File: src/common/dppr_pkg.sv
// constants for the downstream port power register bank
package dppr_pkg;
   localparam logic [7:0] DPPR_ADDR_BATTERY_CHARGE_ENABLE_MASK_MASK = 8'hd0; // charging enable mask
   localparam logic [7:0] DPPR_ADDR_PWR_STATUS = 8'he5; // port power status
   localparam logic [7:0] DPPR_ADDR_OC_CTRL = 8'he6; // over-current control
   localparam logic [7:0] DPPR_RST_BATTERY_CHARGE_ENABLE_MASK_MASK = 8'h00; // mask reset value
   localparam logic [7:0] DPPR_RST_OC_CTRL = 8'h00; // over-current reset value
   localparam logic [7:0] DPPR_PORT_BITS = 8'h0e; // implemented bits 3..1
   localparam int DPPR_PORT3_BIT = 3; // bit of port 3
   localparam int DPPR_FIRST_PORT = 1; // lowest port bit
endpackage : dppr_pkg

File: src/rtl/dppr_regs.sv
// register bank for downstream port power, charging and over-current control
`timescale 1ns/1ps
module dppr_regs (
   input wire logic sys_clk, // 200 MHz system clock
   input wire logic nrst, // asynchronous reset, active low
   input wire logic clk_en, // freezes all state when low
   input wire logic reg_wr, // write strobe from the serial port
   input wire logic reg_rd, // read strobe from the serial port
   input wire logic [7:0] reg_addr, // register address
   input wire logic [7:0] reg_wdata, // write data
   input wire logic [3:1] host_pwr_req, // host power request per port
   input wire logic overcurrent_pin_select, // interlock pin select bit
   input wire logic overcurrent_sense_pin_n, // sense pin, active low
   output logic [7:0] reg_rdata, // registered read data
   output logic [3:1] bc_enable, // charging support per port
   output logic [3:1] port_pwr_en, // actual port power switch
   output logic [3:1] hub_oc_status // over-current reported to host
);
   import dppr_pkg::*;

   ////////////////////////////////////////////////////////////////////////////
   // register state
   logic [7:0] bc_mask_ff; // charging enable mask
   logic [7:0] nxt_bc_mask;
   logic [7:0] oc_ctrl_ff; // over-current control
   logic [7:0] nxt_oc_ctrl;
   logic [7:0] rdata_ff; // read data
   logic [7:0] nxt_rdata;
   logic [3:1] battery_charge_enable_mask_ff; // charging outputs
   logic [3:1] nxt_battery_charge_enable_mask;
   logic [3:1] pwr_en_ff; // port power outputs
   logic [3:1] nxt_pwr_en;
   logic [3:1] oc_stat_ff; // over-current outputs
   logic [3:1] nxt_oc_stat;
   logic [3:1] eff_oc; // effective over-current per port
   logic [3:1] pwr_status; // live power status bits

   // implemented port bits only, so reserved bits stay zero
   function automatic logic [7:0] port_only(input logic [7:0] d);
      port_only = d & DPPR_PORT_BITS;
   endfunction : port_only

   ////////////////////////////////////////////////////////////////////////////
   // per-port effective over-current and status
   genvar gi;
   generate
      for (gi = DPPR_FIRST_PORT; gi <= DPPR_PORT3_BIT; gi++) begin : g_port
         if (gi == DPPR_PORT3_BIT) begin : g_p3
            // pin takes over port 3 when selected; pin low means fault
            assign eff_oc[gi] = overcurrent_pin_select ? ~overcurrent_sense_pin_n
               : oc_ctrl_ff[gi];
         end else begin : g_p12
            assign eff_oc[gi] = oc_ctrl_ff[gi];
         end
         // status: host request and no over-current
         assign pwr_status[gi] = host_pwr_req[gi] & ~eff_oc[gi];
      end
   endgenerate

   ////////////////////////////////////////////////////////////////////////////
   // next-state computation
   always_comb begin
      nxt_bc_mask = bc_mask_ff;
      nxt_oc_ctrl = oc_ctrl_ff;
      nxt_rdata = rdata_ff;
      // writes; status register has no write path
      if (reg_wr) begin
         if (reg_addr == DPPR_ADDR_BATTERY_CHARGE_ENABLE_MASK_MASK) begin
            nxt_bc_mask = port_only(reg_wdata);
         end else if (reg_addr == DPPR_ADDR_OC_CTRL) begin
            // bits 7..4 dropped whatever software writes
            nxt_oc_ctrl = port_only(reg_wdata);
            if (overcurrent_pin_select) begin
               nxt_oc_ctrl[DPPR_PORT3_BIT] = 1'b0;
            end
         end
      end
      // reads, unmapped addresses answer zero
      if (reg_rd) begin
         case (reg_addr)
            DPPR_ADDR_BATTERY_CHARGE_ENABLE_MASK_MASK: nxt_rdata = bc_mask_ff;
            DPPR_ADDR_PWR_STATUS: nxt_rdata = {4'h0, pwr_status, 1'b0};
            DPPR_ADDR_OC_CTRL: nxt_rdata = oc_ctrl_ff;
            default: nxt_rdata = 8'h00;
         endcase
      end
      // charging follows mask bits of ports 3..1
      nxt_battery_charge_enable_mask = bc_mask_ff[3:1];
      // power needs a host request or a charging mask bit, and no fault
      nxt_pwr_en = (host_pwr_req | bc_mask_ff[3:1]) & ~eff_oc;
      nxt_oc_stat = eff_oc;
   end

   ////////////////////////////////////////////////////////////////////////////
   // state registers
   always_ff @(posedge sys_clk or negedge nrst) begin
      if (!nrst) begin
         bc_mask_ff <= DPPR_RST_BATTERY_CHARGE_ENABLE_MASK_MASK;
         oc_ctrl_ff <= DPPR_RST_OC_CTRL;
         rdata_ff <= 8'h00;
         battery_charge_enable_mask_ff <= 3'h0;
         pwr_en_ff <= 3'h0;
         oc_stat_ff <= 3'h0;
      end else if (clk_en) begin
         bc_mask_ff <= nxt_bc_mask;
         oc_ctrl_ff <= nxt_oc_ctrl;
         rdata_ff <= nxt_rdata;
         battery_charge_enable_mask_ff <= nxt_battery_charge_enable_mask;
         pwr_en_ff <= nxt_pwr_en;
         oc_stat_ff <= nxt_oc_stat;
      end
   end

   assign reg_rdata = rdata_ff;
   assign bc_enable = battery_charge_enable_mask_ff;
   assign port_pwr_en = pwr_en_ff;
   assign hub_oc_status = oc_stat_ff;

   ////////////////////////////////////////////////////////////////////////////
   // checks
   AST_BC_FOLLOWS: assert property (@(posedge sys_clk) disable iff (!nrst)
      clk_en |=> bc_enable == $past(bc_mask_ff[3:1])) else $error("charge enable wrong");
   AST_MASK_RSVD: assert property (@(posedge sys_clk) disable iff (!nrst)
      (bc_mask_ff & ~DPPR_PORT_BITS) == 8'h00) else $error("mask reserved bit set");
   AST_OC_RSVD: assert property (@(posedge sys_clk) disable iff (!nrst)
      oc_ctrl_ff[7:4] == 4'h0 && !oc_ctrl_ff[0]) else $error("oc reserved bit set");
   AST_STATUS_RO: assert property (@(posedge sys_clk) disable iff (!nrst)
      clk_en && reg_wr && reg_addr == DPPR_ADDR_PWR_STATUS |=> $stable(bc_mask_ff)
      && $stable(oc_ctrl_ff)) else $error("status write changed state");
   AST_STATUS_READ: assert property (@(posedge sys_clk) disable iff (!nrst)
      clk_en && reg_rd && reg_addr == DPPR_ADDR_PWR_STATUS
      |=> reg_rdata[3:1] == $past(host_pwr_req & ~eff_oc)) else $error("status read wrong");
   AST_OC_CLEARS: assert property (@(posedge sys_clk) disable iff (!nrst)
      clk_en && reg_wr && reg_addr == DPPR_ADDR_OC_CTRL && reg_wdata[1]
      |=> !pwr_status[1] ##1 (!port_pwr_en[1] || !$past(clk_en))) else $error("oc did not clear");
   AST_PIN_P3: assert property (@(posedge sys_clk) disable iff (!nrst)
      clk_en && overcurrent_pin_select |=> hub_oc_status[3] == $past(!overcurrent_sense_pin_n))
      else $error("port 3 pin not used");
   AST_REG_P3: assert property (@(posedge sys_clk) disable iff (!nrst)
      clk_en && !overcurrent_pin_select |=> hub_oc_status[3] == $past(oc_ctrl_ff[3]))
      else $error("port 3 reg not used");
   AST_PWR_MIX: assert property (@(posedge sys_clk) disable iff (!nrst)
      clk_en && eff_oc[2] |=> !port_pwr_en[2]) else $error("power on during fault");
   AST_RD_RSVD: assert property (@(posedge sys_clk) disable iff (!nrst)
      reg_rdata[0] == 1'b0 && reg_rdata[7:4] == 4'h0) else $error("reserved bit read");
   // unmapped addresses answer zero; software may probe the map safely
   AST_UNMAPPED_RD: assert property (@(posedge sys_clk) disable iff (!nrst)
      clk_en && reg_rd && reg_addr != DPPR_ADDR_BATTERY_CHARGE_ENABLE_MASK_MASK
      && reg_addr != DPPR_ADDR_PWR_STATUS && reg_addr != DPPR_ADDR_OC_CTRL
      |=> reg_rdata == 8'h00) else $error("unmapped read not zero");
   // reset forces every output low, checked without disable so reset is seen
   AST_RST_OUTS: assert property (@(posedge sys_clk)
      !nrst |-> reg_rdata == 8'h00 && bc_enable == 3'h0 && port_pwr_en == 3'h0
      && hub_oc_status == 3'h0) else $error("outputs not clear in reset");
   // register contents after reset are the documented zeros
   AST_RST_REGS: assert property (@(posedge sys_clk)
      !nrst |-> bc_mask_ff == DPPR_RST_BATTERY_CHARGE_ENABLE_MASK_MASK && oc_ctrl_ff == DPPR_RST_OC_CTRL)
      else $error("registers not clear in reset");
   // a mask write keeps only the port bits, reserved ones dropped
   AST_MASK_WR: assert property (@(posedge sys_clk) disable iff (!nrst)
      clk_en && reg_wr && reg_addr == DPPR_ADDR_BATTERY_CHARGE_ENABLE_MASK_MASK
      |=> bc_mask_ff == ($past(reg_wdata) & DPPR_PORT_BITS)) else $error("mask write wrong");
   // ports 1 and 2 always report the software bit
   AST_OC_P12: assert property (@(posedge sys_clk) disable iff (!nrst)
      clk_en |=> hub_oc_status[2:1] == $past(oc_ctrl_ff[2:1])) else $error("oc 1,2 report");
   // no port is powered while its over-current is active
   AST_PWR_OFF_FAULT: assert property (@(posedge sys_clk) disable iff (!nrst)
      clk_en |=> (port_pwr_en & $past(eff_oc)) == 3'h0) else $error("power on during fault");
   // status shows zero without a host request or with a fault
   AST_STATUS_ZERO: assert property (@(posedge sys_clk) disable iff (!nrst)
      clk_en && reg_rd && reg_addr == DPPR_ADDR_PWR_STATUS
      |=> (reg_rdata[3:1] & $past(~host_pwr_req | eff_oc)) == 3'h0) else $error("status not 0");
   // with the pin selected a write cannot set bit 3
   AST_P3_WR_BLOCK: assert property (@(posedge sys_clk) disable iff (!nrst)
      clk_en && reg_wr && reg_addr == DPPR_ADDR_OC_CTRL && overcurrent_pin_select
      |=> !oc_ctrl_ff[DPPR_PORT3_BIT]) else $error("oc bit 3 written");
   // the pin is active low: a low level means a fault on port 3
   AST_PIN_LOW: assert property (@(posedge sys_clk) disable iff (!nrst)
      clk_en && overcurrent_pin_select && !overcurrent_sense_pin_n
      |=> hub_oc_status[3]) else $error("pin low not reported");
   // clock enable low freezes the registers and the read data
   AST_FREEZE: assert property (@(posedge sys_clk) disable iff (!nrst)
      !clk_en |=> $stable(bc_mask_ff) && $stable(oc_ctrl_ff) && $stable(reg_rdata))
      else $error("state moved while frozen");
endmodule : dppr_regs

File: config.mk
export PLATFORM = sky130hd
export DESIGN_NAME = dppr_regs
export DESIGN_NICKNAME = d
export VERILOG_FILES = /design/src/common/dppr_pkg.sv /design/src/rtl/dppr_regs.sv
export SDC_FILE = /design/constraint.sdc
export NUM_CORES = 1
export LEC_CHECK = 0
export BUFFER_PORTS_ARGS = -buffer_cell sky130_fd_sc_hd__buf_2
export CORE_ASPECT_RATIO = 1.2
export CORE_MARGIN = 2
export CORE_UTILIZATION = 41
export DETAILED_ROUTE_END_ITERATION = 7
export GPL_TIMING_DRIVEN = 0
export PLACE_DENSITY = 0.74
export SYNTH_ARGS = -nofsm -noshare
export SYNTH_HDL_FRONTEND = slang
export SYNTH_SLANG_ARGS = --single-unit
File: constraint.sdc
create_clock -name sys_clk -period 1.05 [get_ports sys_clk]
set_clock_uncertainty 0.05 [all_clocks]
set_input_delay 0.1575 -clock sys_clk [delete_from_list [all_inputs] [get_ports sys_clk]]
set_output_delay 0.1575 -clock sys_clk [all_outputs]
set_load 0.05 [all_outputs]
======== Word-level counts from Yosys, hierarchy flattened ========
Index checks and enable logic that the tools add are counted.
word-level totals
  bits in registers ....................... 23
  bits in latches ......................... 0
  memories ................................ 0
  bits of input ports ..................... 26
  bits in writable memories ............... 0
  ROM bits ................................ 0
  output and inout port bits .............. 17
cells by class
  shift-type cells ........................ 0
  $add $sub $neg .......................... 0
  bitwise gates (word level) .............. 11
  div/mod/pow operators ................... 0
  $lt $le $gt $ge ......................... 0
  mux-type cells .......................... 3
  equal/unequal tests ..................... 3
  reductions and logical operators ........ 3
  multipliers ............................. 0
operator list
  kind                number
  $eq 8x8->1 const B  3
  $pmux 4 s3          1
  $not 1->1           5
  $reduce_and 4->1    1
  $and 1x1->1         3
  $and 3x3->3         1
  $not 3->3           1
  $or 3x3->3          1
  $reduce_and 3->1    1
  $mux 1              2
  $reduce_and 2->1    1

======== Depth between registers and ports, before layout ========
Gate-level depths: netlist of run 1.
  depth after elaboration ................. 5
  gate-level depth with buffers ........... 4

======== Worst setup path after synthesis of run 1 ========
OpenSTA, ideal clock, no wires.
  kind .................................... input -> register
  start ................................... input reg_addr[2]
  end ..................................... register bc_mask_ff[1]
  setup slack ............................. -248 ps
  stages .................................. 4
  required time ........................... 875 ps
  buffers on the path ..................... 0
  arrival ................................. 1123 ps
  path through ............................ nor4b_4 -> and2_4 -> and3_4 -> mux2_4
on the way
  cells in the longest elaborated chain, start to end .. 2
ends and longest elaborated chain
  item                        RTL line          source
  start, declared             dppr_regs.sv:9    input wire logic [7:0] reg_addr,
  $eq 8x8->1                  dppr_regs.sv:68   if (reg_addr == DPPR_ADDR_BATTERY_CHARGE_ENABLE_MASK_MASK) begin
  $reduce_and 3->1 (no line)  n/a
  end signal, assigned        dppr_regs.sv:105  bc_mask_ff <= nxt_bc_mask;
  end, declared               dppr_regs.sv:23   logic [7:0] bc_mask_ff;
No other way between the ends.
A chain may end at the register's enable or synchronous reset.

======== Final worst setup path of run 1 ========
  start ................................... register bc_mask_ff[2]
  end ..................................... register rdata_ff[2] (netlist: reg_rdata[2])
on the way
  cells in the longest elaborated chain, start to end .. 1
ends and longest elaborated chain
  item                  RTL line          source
  $pmux 4 s3            dppr_regs.sv:80   case (reg_addr)
  end signal, assigned  dppr_regs.sv:107  rdata_ff <= nxt_rdata;
  end, declared         dppr_regs.sv:27   logic [7:0] rdata_ff;
No other way between the ends.

==> flow_metrics.tcl, run 1 <==
set metrics [dict create \
    wl_per_cell_um 14.0 \
    p_leak_nw 0.733 \
    hold_path.class "input pin to flip-flop" \
    first_global_vias 878 \
    placed_cell_area_um2 1180 \
    syn_area_per_cell_um2 12.1 \
    die_h_um 56.9 \
    tritoncts "built" \
    fin_crit_ns 1.15 \
    grt_pass1_wl_mm 3.74 \
    drive_gt1_share_pct 61.0 \
    clk_latency_ns 0.28 \
    synth_area_um2 957 \
    core_area_um2 2260 \
    worst_setup_path_start_kind "flip-flop" \
    rsz0062_at_grt "true" \
    start_util_pct 42.4 \
    most-common-layout-cells "buf_2 (19), buf_4 (18), buf_6 (17)" \
    layout_commonest_cell "buf_2" \
    synth_edf_count 0 \
    ys_seq_area_share_pct 47.1 \
    hp-start "reg_wdata[1]" \
    wl_mm 2.35 \
    die-area_um2 2740 \
    ys_warn_count 0 \
    grt_overflow 0 \
    dp.cells 146 \
    drt-initial-drc-count 9 \
    diodes 0 \
    cts.sinks 18 \
    power_density_nw_per_um2 987 \
    worstSetupPathType "flip-flop to flip-flop" \
    ios 43 \
    reg2reg_depth 3 \
    reg2reg_slack_ns -0.10 \
    intPower_mw 1.03 \
    grt_start_max_net_pins 19 \
    portBuffers 32 \
    drc 0 \
    timing.max_cap.violations 0 \
    place_worst_setup_slack_ns -0.557 \
    areaGrowthSynthToFinish_pct 54.9 \
    gp_congestion 0.774 \
    async_reset_ff_share_pct 100 \
    die_x_um 48.1 \
    hold_violations 0 \
    cts_root_buf "clkbuf_4" \
    design.final.nets 164 \
    ys.flop_type "dfrtp_1" \
    first_pass_iters 4 \
    slew_violations 0 \
    ys_ff_latch 18 \
    ir_worst_vdd_mv 0.734 \
    fill_cells 182 \
    seq_power_share_pct 50.8 \
    max_freq_mhz 869 \
    synth.distinct_cells 32 \
    setup_ws_ns -0.101 \
    violations "setup timing" \
    p_sw_uw 436 \
    r2r-end "reg_rdata[2]" \
    cp-end-kind "flip-flop" \
    via_count 824 \
    dp_hpwl_mm 1.63 \
    status "complete, but fails checks" \
    cp_max_fo 2 \
    finalNonFillerCells 167 \
    cts_buffer_depth 2 \
    grtUsageTotal_pct 18.9 \
    drtAntennaViolNets 0 \
    via_per_inst 4.93 \
    holdWs_ns 0.0724 \
    critical_path_required_ns 1.16 \
    power_frac_clock_pct 22.3 \
    crit_arrival_ns 1.27 \
    hold_path_depth 2 \
    antenna_found_initial 0 \
    cts_buffers 3 \
    post-route-period-util_pct 110 \
    rows 19 \
    cts-htree-levels 1 \
    cts.reportedPaths.clkPinSlew_ns 0.10 \
    final_area_um2 1480 \
    netlist_instances 79 \
    r2r_start "bc_mask_ff[2]" \
    min_to "oc_ctrl_ff[1]" \
    utilization_pct 65.7 \
    p_comb_share_pct 27.0 \
    setup_viol 18 \
    swShare_pct 29.8 \
]
[cells in the mapped netlist, drive strengths merged (2+ instances only)]
cell     n  area (µm²)
a21oi    2        10.0
dfrtp   18         450
nor2     4        15.0
inv      4        15.0
nor4     2        18.8
and3     2        22.5
o21ai    2        10.0
buf      6        42.5
a222oi   2        20.0
nand2    7        26.3
a32o     2        20.0
mux2    13         169
[final cells by class]
class / instances / area [µm²] / area share, %
multi-input combinational: 55 / 502 / 33.8
sequential: 18 / 458 / 30.9
timing repair buffer: 50 / 404 / 27.3
buffer: 6 / 42.5 / 2.87
tap: 31 / 38.8 / 2.62
clock buffer: 3 / 22.5 / 1.52
inverter: 4 / 15.0 / 1.01
[worst max-delay path by stage]
stage                              from            end  slack, ns  cells past startpoint
final                     bc_mask_ff[2]   reg_rdata[2]      -0.10                      3
after global routing      oc_ctrl_ff[2]   reg_rdata[2]      -0.20                      4
after CTS                   reg_addr[0]  oc_ctrl_ff[2]      -0.18                      5
after detailed placement    reg_addr[0]  oc_ctrl_ff[2]      -0.56                      5
after global placement      reg_addr[0]  oc_ctrl_ff[3]      -0.49                      5
after floorplan             reg_addr[0]  bc_mask_ff[1]      -0.24                      4
[routing by layer]
| metal | global-route usage, % | vias up | part of all wire [%] |
|---|---|---|---|
| li1 | - | 399 | - |
| met2 | 34.1 | 29 | 57 |
| met5 | 0 | - | 0 |
| met4 | 8.11 | 0 | 1.2 |
| met1 | 20.3 | 394 | 38 |
| met3 | 3.16 | 2 | 3.2 |
[state kept, by name (all words and copies together) (netlist names)]
name and flops:
bc_enable 3, oc_ctrl_ff 3, bc_mask_ff 3, port_pwr_en 3
reg_rdata 3, hub_oc_status 3
[kinds of logic (layout without fill, tap and decap cells)]
logic type | count (synthesis) | after routing | synth area share [%]
xor+xnor | 1 | 1 | 0.915
mux | 14 | 14 | 18.7
compound gates | 12 | 12 | 9.54
simple gates | 23 | 23 | 17.4
flops | 18 | 18 | 47.1
other cells | 1 | 5 | 0.392
buf+inv | 10 | 63 | 6.01
[power groups by stage]
stage                     Combinational [mW]  Clock (mW)  Sequential [mW]
after floorplan                        0.119           0            0.827
after global placement                 0.293           0            0.749
after detailed placement               0.299           0            0.751
after CTS                              0.369       0.336            0.741
after global routing                   0.421       0.367            0.746
final                                  0.395       0.326            0.743
[repair_timing]
item	4_1_cts	5_1_grt
endpoints found under the hold margin	18	0
hold buffers	1	0
buffers inserted	14	3
pin swaps	4	3
resized for setup	37	7
endpoints found under the setup margin	21	25
[critical path, stage by stage (launching register included)]
cell      delay (ns)
dfrtp_1         0.42
a32o_1          0.23
a222oi_1        0.26
a21oi_1         0.08
[stage by stage]
stage / total power [mW] / TNS [ns]
after global placement: 1.04 / -3.60
after CTS: 1.45 / -1.14
final: 1.46 / -0.729
after global routing: 1.53 / -1.56
after detailed placement: 1.05 / -4.04
after floorplan: 0.946 / -1.51
No activity file was read; power rests on OpenSTA's default activity.
==> run 2: changes to the inputs <==
SKIP_CTS_REPAIR_TIMING = 1   (was not set)
==> run 2 against run 1 <==
Effect of this change: the flow still finishes with violations (setup timing); clock power hardly changed; sequential power hardly changed; final cell count is 5.4% lower; maximum frequency is 11% lower; sequential share of layout area is 1.9 points higher; hold slack worse by 0.00065 ns.
==> flow_metrics.tcl, run 2 (synthesis gave the netlist of run 1 again) <==
set metrics [dict create \
    status "complete, but fails checks" \
    violations "setup timing" \
    layout_commonest_cell "buf_2" \
    rsz0062_at_grt "true" \
    slowest_stage "nor4_2" \
    hold_violations 0 \
    worst_setup_path_start_kind "input pin" \
    slew_violations 0 \
    p_leak_nw 0.678 \
    final_area_um2 1400 \
    design.final.nets 155 \
    antenna_found_initial 0 \
    r2r_start "oc_ctrl_ff[1]" \
    grt_start_max_net_pins 19 \
    holdWs_ns 0.0718 \
    setup_viol 17 \
    ios 43 \
    power_density_nw_per_um2 1030 \
    die_x_um 48.1 \
    timing.max_cap.violations 0 \
    drtAntennaViolNets 0 \
    route.met2.wl_mm 1.24 \
    cp_max_fo 4 \
    via_count 784 \
    rows 19 \
    gp_congestion 0.774 \
    endpoint "oc_ctrl_ff[1]" \
    met3WireLength_um 78 \
    clk_latency_ns 0.28 \
    grt_overflow 0 \
    cts-htree-levels 1 \
    cts_root_buf "clkbuf_4" \
    hold_path.class "input pin to flip-flop" \
    max_freq_mhz 770 \
    areaGrowthSynthToFinish_pct 46.1 \
    place_worst_setup_slack_ns -0.557 \
    grt_pass1_wl_mm 3.12 \
    diodes 0 \
    cts_buffers 3 \
    die_h_um 56.9 \
    multi_input_area_um2 493 \
    worstSetupPathType "input pin to flip-flop" \
    reg2reg_slack_ns -0.18 \
    cts.reportedPaths.clkPinSlew_ns 0.09 \
    cts.sinks 18 \
    core_area_um2 2260 \
    crit_arrival_ns 1.42 \
    final-seq-area_um2 458 \
    fin_crit_ns 1.30 \
    wl_per_cell_um 13.8 \
    placed_cell_area_um2 1180 \
    top_layer "met4" \
    drc 0 \
    start_util_pct 42.4 \
    setup_tns_ns -1.50 \
    first_global_vias 731 \
    r2r-end "reg_rdata[1]" \
    crit_chain "buf_2, nand4b_1, nor4_2, and3_4, mux2_4" \
    dp_hpwl_mm 1.63 \
    critical_path_required_ns 1.17 \
    cts_buffer_depth 2 \
    portBuffers 32 \
    wl_met1_um 826 \
    first_pass_iters 4 \
    utilization_pct 61.9 \
    most-common-layout-cells "buf_2 (19), buf_6 (15), dfrtp_1 (12)" \
    fill_cells 193 \
    drive_gt1_share_pct 59.1 \
    wl_mm 2.18 \
    via_per_inst 4.96 \
    die-area_um2 2740 \
    max_stage_delay_ns 0.35 \
    reg2reg_depth 4 \
    hp-start "reg_wdata[1]" \
    grtUsageTotal_pct 16.1 \
    post-route-period-util_pct 124 \
    tritoncts "built" \
    setup_ws_ns -0.249 \
    cp-end-kind "flip-flop" \
    startpoint "reg_addr[0]" \
    ir_worst_vdd_mv 0.701 \
    drt-initial-drc-count 17 \
]
-- run 2: cell count changes in the layout (fill, tap and decap cells not counted), sizes merged --
| cell | previous run | this run |
|---|---|---|
| buf | 55 | 46 |
-- run 2: critical path, delay by kind of cell --
family,cells,cell delay (ns)
AND/OR/NAND/NOR,3,0.83
multiplexers,1,0.30
buffers and inverters,1,0.13
-- run 2: final cells by class --
class / instances / share of cell area (%)
repair buffers: 41 / 23.5
well taps: 31 / 2.77
multi-input cells: 55 / 35.2
inverters: 4 / 1.07
flip-flops and latches: 18 / 32.7
plain buffers: 6 / 3.04
clock buffers: 3 / 1.61
-- run 2: report_power, final --
part / internal, mW / switching, mW / total [mW]
sequential: 0.722 / 0.0212 / 0.743
combinational: 0.152 / 0.213 / 0.365
clock: 0.133 / 0.196 / 0.329
total: 1.01 / 0.430 / 1.44
-- run 2: layer usage --
layer  global-route usage [%]  vias to the layer above
li1                         -                      379
met2                     27.6                       29
met5                        0                        -
met1                     17.9                      372
met3                     3.16                        4
met4                     8.11                        0
-- run 2: metrics by stage --
stage | power (mW) | instances
after global routing | 1.51 | 158
after floorplan | 0.946 | 83
after CTS | 1.37 | 149
after global placement | 1.04 | 146
after detailed placement | 1.05 | 146
final | 1.44 | 158
-- run 2: worst min path at each step --
stage                  endpoint  slack, ns  cells past startpoint
5_1_grt           oc_ctrl_ff[1]       0.06                      2
4_1_cts        hub_oc_status[3]      -0.26                      1
2_1_floorplan      bc_enable[1]      -0.19                      0
3_3_place_gp     port_pwr_en[3]       0.05                      1
3_5_place_dp   hub_oc_status[3]       0.05                      1
6_report          oc_ctrl_ff[1]       0.07                      2
==> run 3: changes to the inputs <==
CORE_ASPECT_RATIO = not set   (was 1.2)
==> run 3 against run 2 <==
Effect of this change: the run still ends with setup timing left; sequential power barely moved; utilization grew 2.2 points; final area is 1.4% higher; non-clock buffer count is 2 higher; clock-buffer cell count increased by 1; critical path depth fell by 1; via count is 0.64% lower; wire length decreased by 3.2%; critical endpoint is now reg_rdata[1]; largest power group unchanged.
==> flow_metrics.tcl, run 3 (synthesis gave the netlist of run 1 again) <==
set metrics [dict create \
    design.final.nets 157 \
    portBuffers 32 \
    die_x_um 52.3 \
    fin_crit_ns 1.21 \
    dp.cells 143 \
    wl_mm 2.11 \
    cts_buffers 3 \
    critical_path_required_ns 1.18 \
    start_util_pct 43.3 \
    max_freq_mhz 826 \
    slowest_stage "dfrtp_2" \
    rsz0062_at_grt "true" \
    die-area_um2 2740 \
    cts_buffer_depth 2 \
    hold_violations 0 \
    worstSetupPathType "flip-flop to flip-flop" \
    max_stage_delay_ns 0.42 \
    slew_violations 0 \
    grt_start_max_net_pins 19 \
    cts-htree-levels 1 \
    utilization_pct 64.1 \
    cp_top_family "compound AO/OA/AOI/OAI gates" \
    cts_root_buf "clkbuf_4" \
    grt_pass1_wl_mm 2.93 \
    grt_overflow 0 \
    rows 17 \
    areaGrowthSynthToFinish_pct 48.2 \
    ios 43 \
    cp-end-kind "flip-flop" \
    p_sw_uw 449 \
    total_power_mw 1.54 \
    violations "setup timing" \
    swShare_pct 29.2 \
    die_h_um 52.3 \
    drc 0 \
    path_buf_inv 1 \
    drtAntennaViolNets 0 \
    crit_arrival_ns 1.34 \
    place_worst_setup_slack_ns -0.524 \
    post-route-period-util_pct 115 \
    tritoncts "built" \
    via_count 779 \
    first_pass_iters 4 \
    p_leak_nw 0.696 \
    most-common-layout-cells "buf_2 (18), buf_4 (15), buf_6 (13)" \
    diodes 0 \
    antenna_found_initial 0 \
    finalNonFillerCells 158 \
    wl_per_cell_um 13.3 \
    gp_congestion 0.746 \
    power_frac_clock_pct 27.9 \
    via_per_inst 4.93 \
    drt-initial-drc-count 13 \
    hold_path.class "input pin to flip-flop" \
    intPower_mw 1.09 \
    cp_max_fo 5 \
    power_density_nw_per_um2 1090 \
    setup_viol 20 \
    drive_gt1_share_pct 59.2 \
    setup_ws_ns -0.161 \
    clk_latency_ns 0.29 \
    seq_power_share_pct 48.4 \
    cts.reportedPaths.clkPinSlew_ns 0.10 \
    p_comb_share_pct 23.8 \
    status "complete, but fails checks" \
    layout_commonest_cell "buf_2" \
    ir_worst_vdd_mv 0.549 \
    timing.max_cap.violations 0 \
    worst_setup_path_start_kind "flip-flop" \
    cts.sinks 18 \
    first_global_vias 687 \
    core_area_um2 2210 \
    dp_hpwl_mm 1.54 \
    crit_chain "inv_2, a32o_1, a222oi_1, a21oi_1" \
    grtUsageTotal_pct 15.0 \
]
## run 3: cell types whose count changed in the layout (fill, tap and decap cells not counted), sizes merged
cell,previous run,this run
clkbuf,3,4
buf,46,48
## run 3: worst paths after layout
path | start | end | slack (ns) | cells after the start
worst min-delay path | reg_wdata[3] | bc_mask_ff[3] | 0.05 | 2
worst max-delay path | oc_ctrl_ff[1] | reg_rdata[1] | -0.16 | 4
max in group asynchronous | nrst | hub_oc_status[1] | 0.38 | 2
min in group asynchronous | nrst | bc_mask_ff[3] | 0.26 | 2
worst max register to register | oc_ctrl_ff[1] | reg_rdata[1] | -0.16 | 4
worst min register to register | hub_oc_status[1] | hub_oc_status[1] | 0.47 | 1
## run 3: final cells by class
type                            instances  area (µm²)
Timing Repair Buffer                   43         347
Clock buffer                            4        36.3
Buffer                                  6        42.5
Multi-Input combinational cell         55         484
Fill cell                             192         793
Tap cell                               28        35.0
Sequential cell                        18         459
Inverter                                4        15.0
## run 3: through the flow
stage	instance area (µm²)	hold slack (ns)	setup TNS, ns
5_1_grt	1420	0.0437	-2.04
3_5_place_dp	1170	0.0545	-3.93
4_1_cts	1210	-0.265	-2.40
6_report	1420	0.0493	-1.16
2_1_floorplan	980	-0.188	-1.51
3_3_place_gp	1170	0.0482	-3.64
## run 3: power by group through the flow
stage | logic [mW] | registers [mW] | clock network (mW)
6_report | 0.366 | 0.745 | 0.429
5_1_grt | 0.391 | 0.748 | 0.468
4_1_cts | 0.299 | 0.738 | 0.423
3_5_place_dp | 0.299 | 0.752 | 0
3_3_place_gp | 0.293 | 0.750 | 0
2_1_floorplan | 0.119 | 0.827 | 0
## run 3: worst register-to-register path, cell delays in order (launching register included)
cell and delay [ns]:
dfrtp_2 0.42, inv_2 0.04, a32o_1 0.21, a222oi_1 0.31, a21oi_1 0.06
## run 3: layer usage
| metal | vias up | track usage, % | wire length [µm] |
|---|---|---|---|
| li1 | 380 | - | - |
| met1 | 368 | 18.0 | 833 |
| met2 | 28 | 26.0 | 1160 |
| met3 | 3 | 2.57 | 90 |
| met4 | 0 | 6.41 | 23 |
| met5 | - | 0 | 0 |
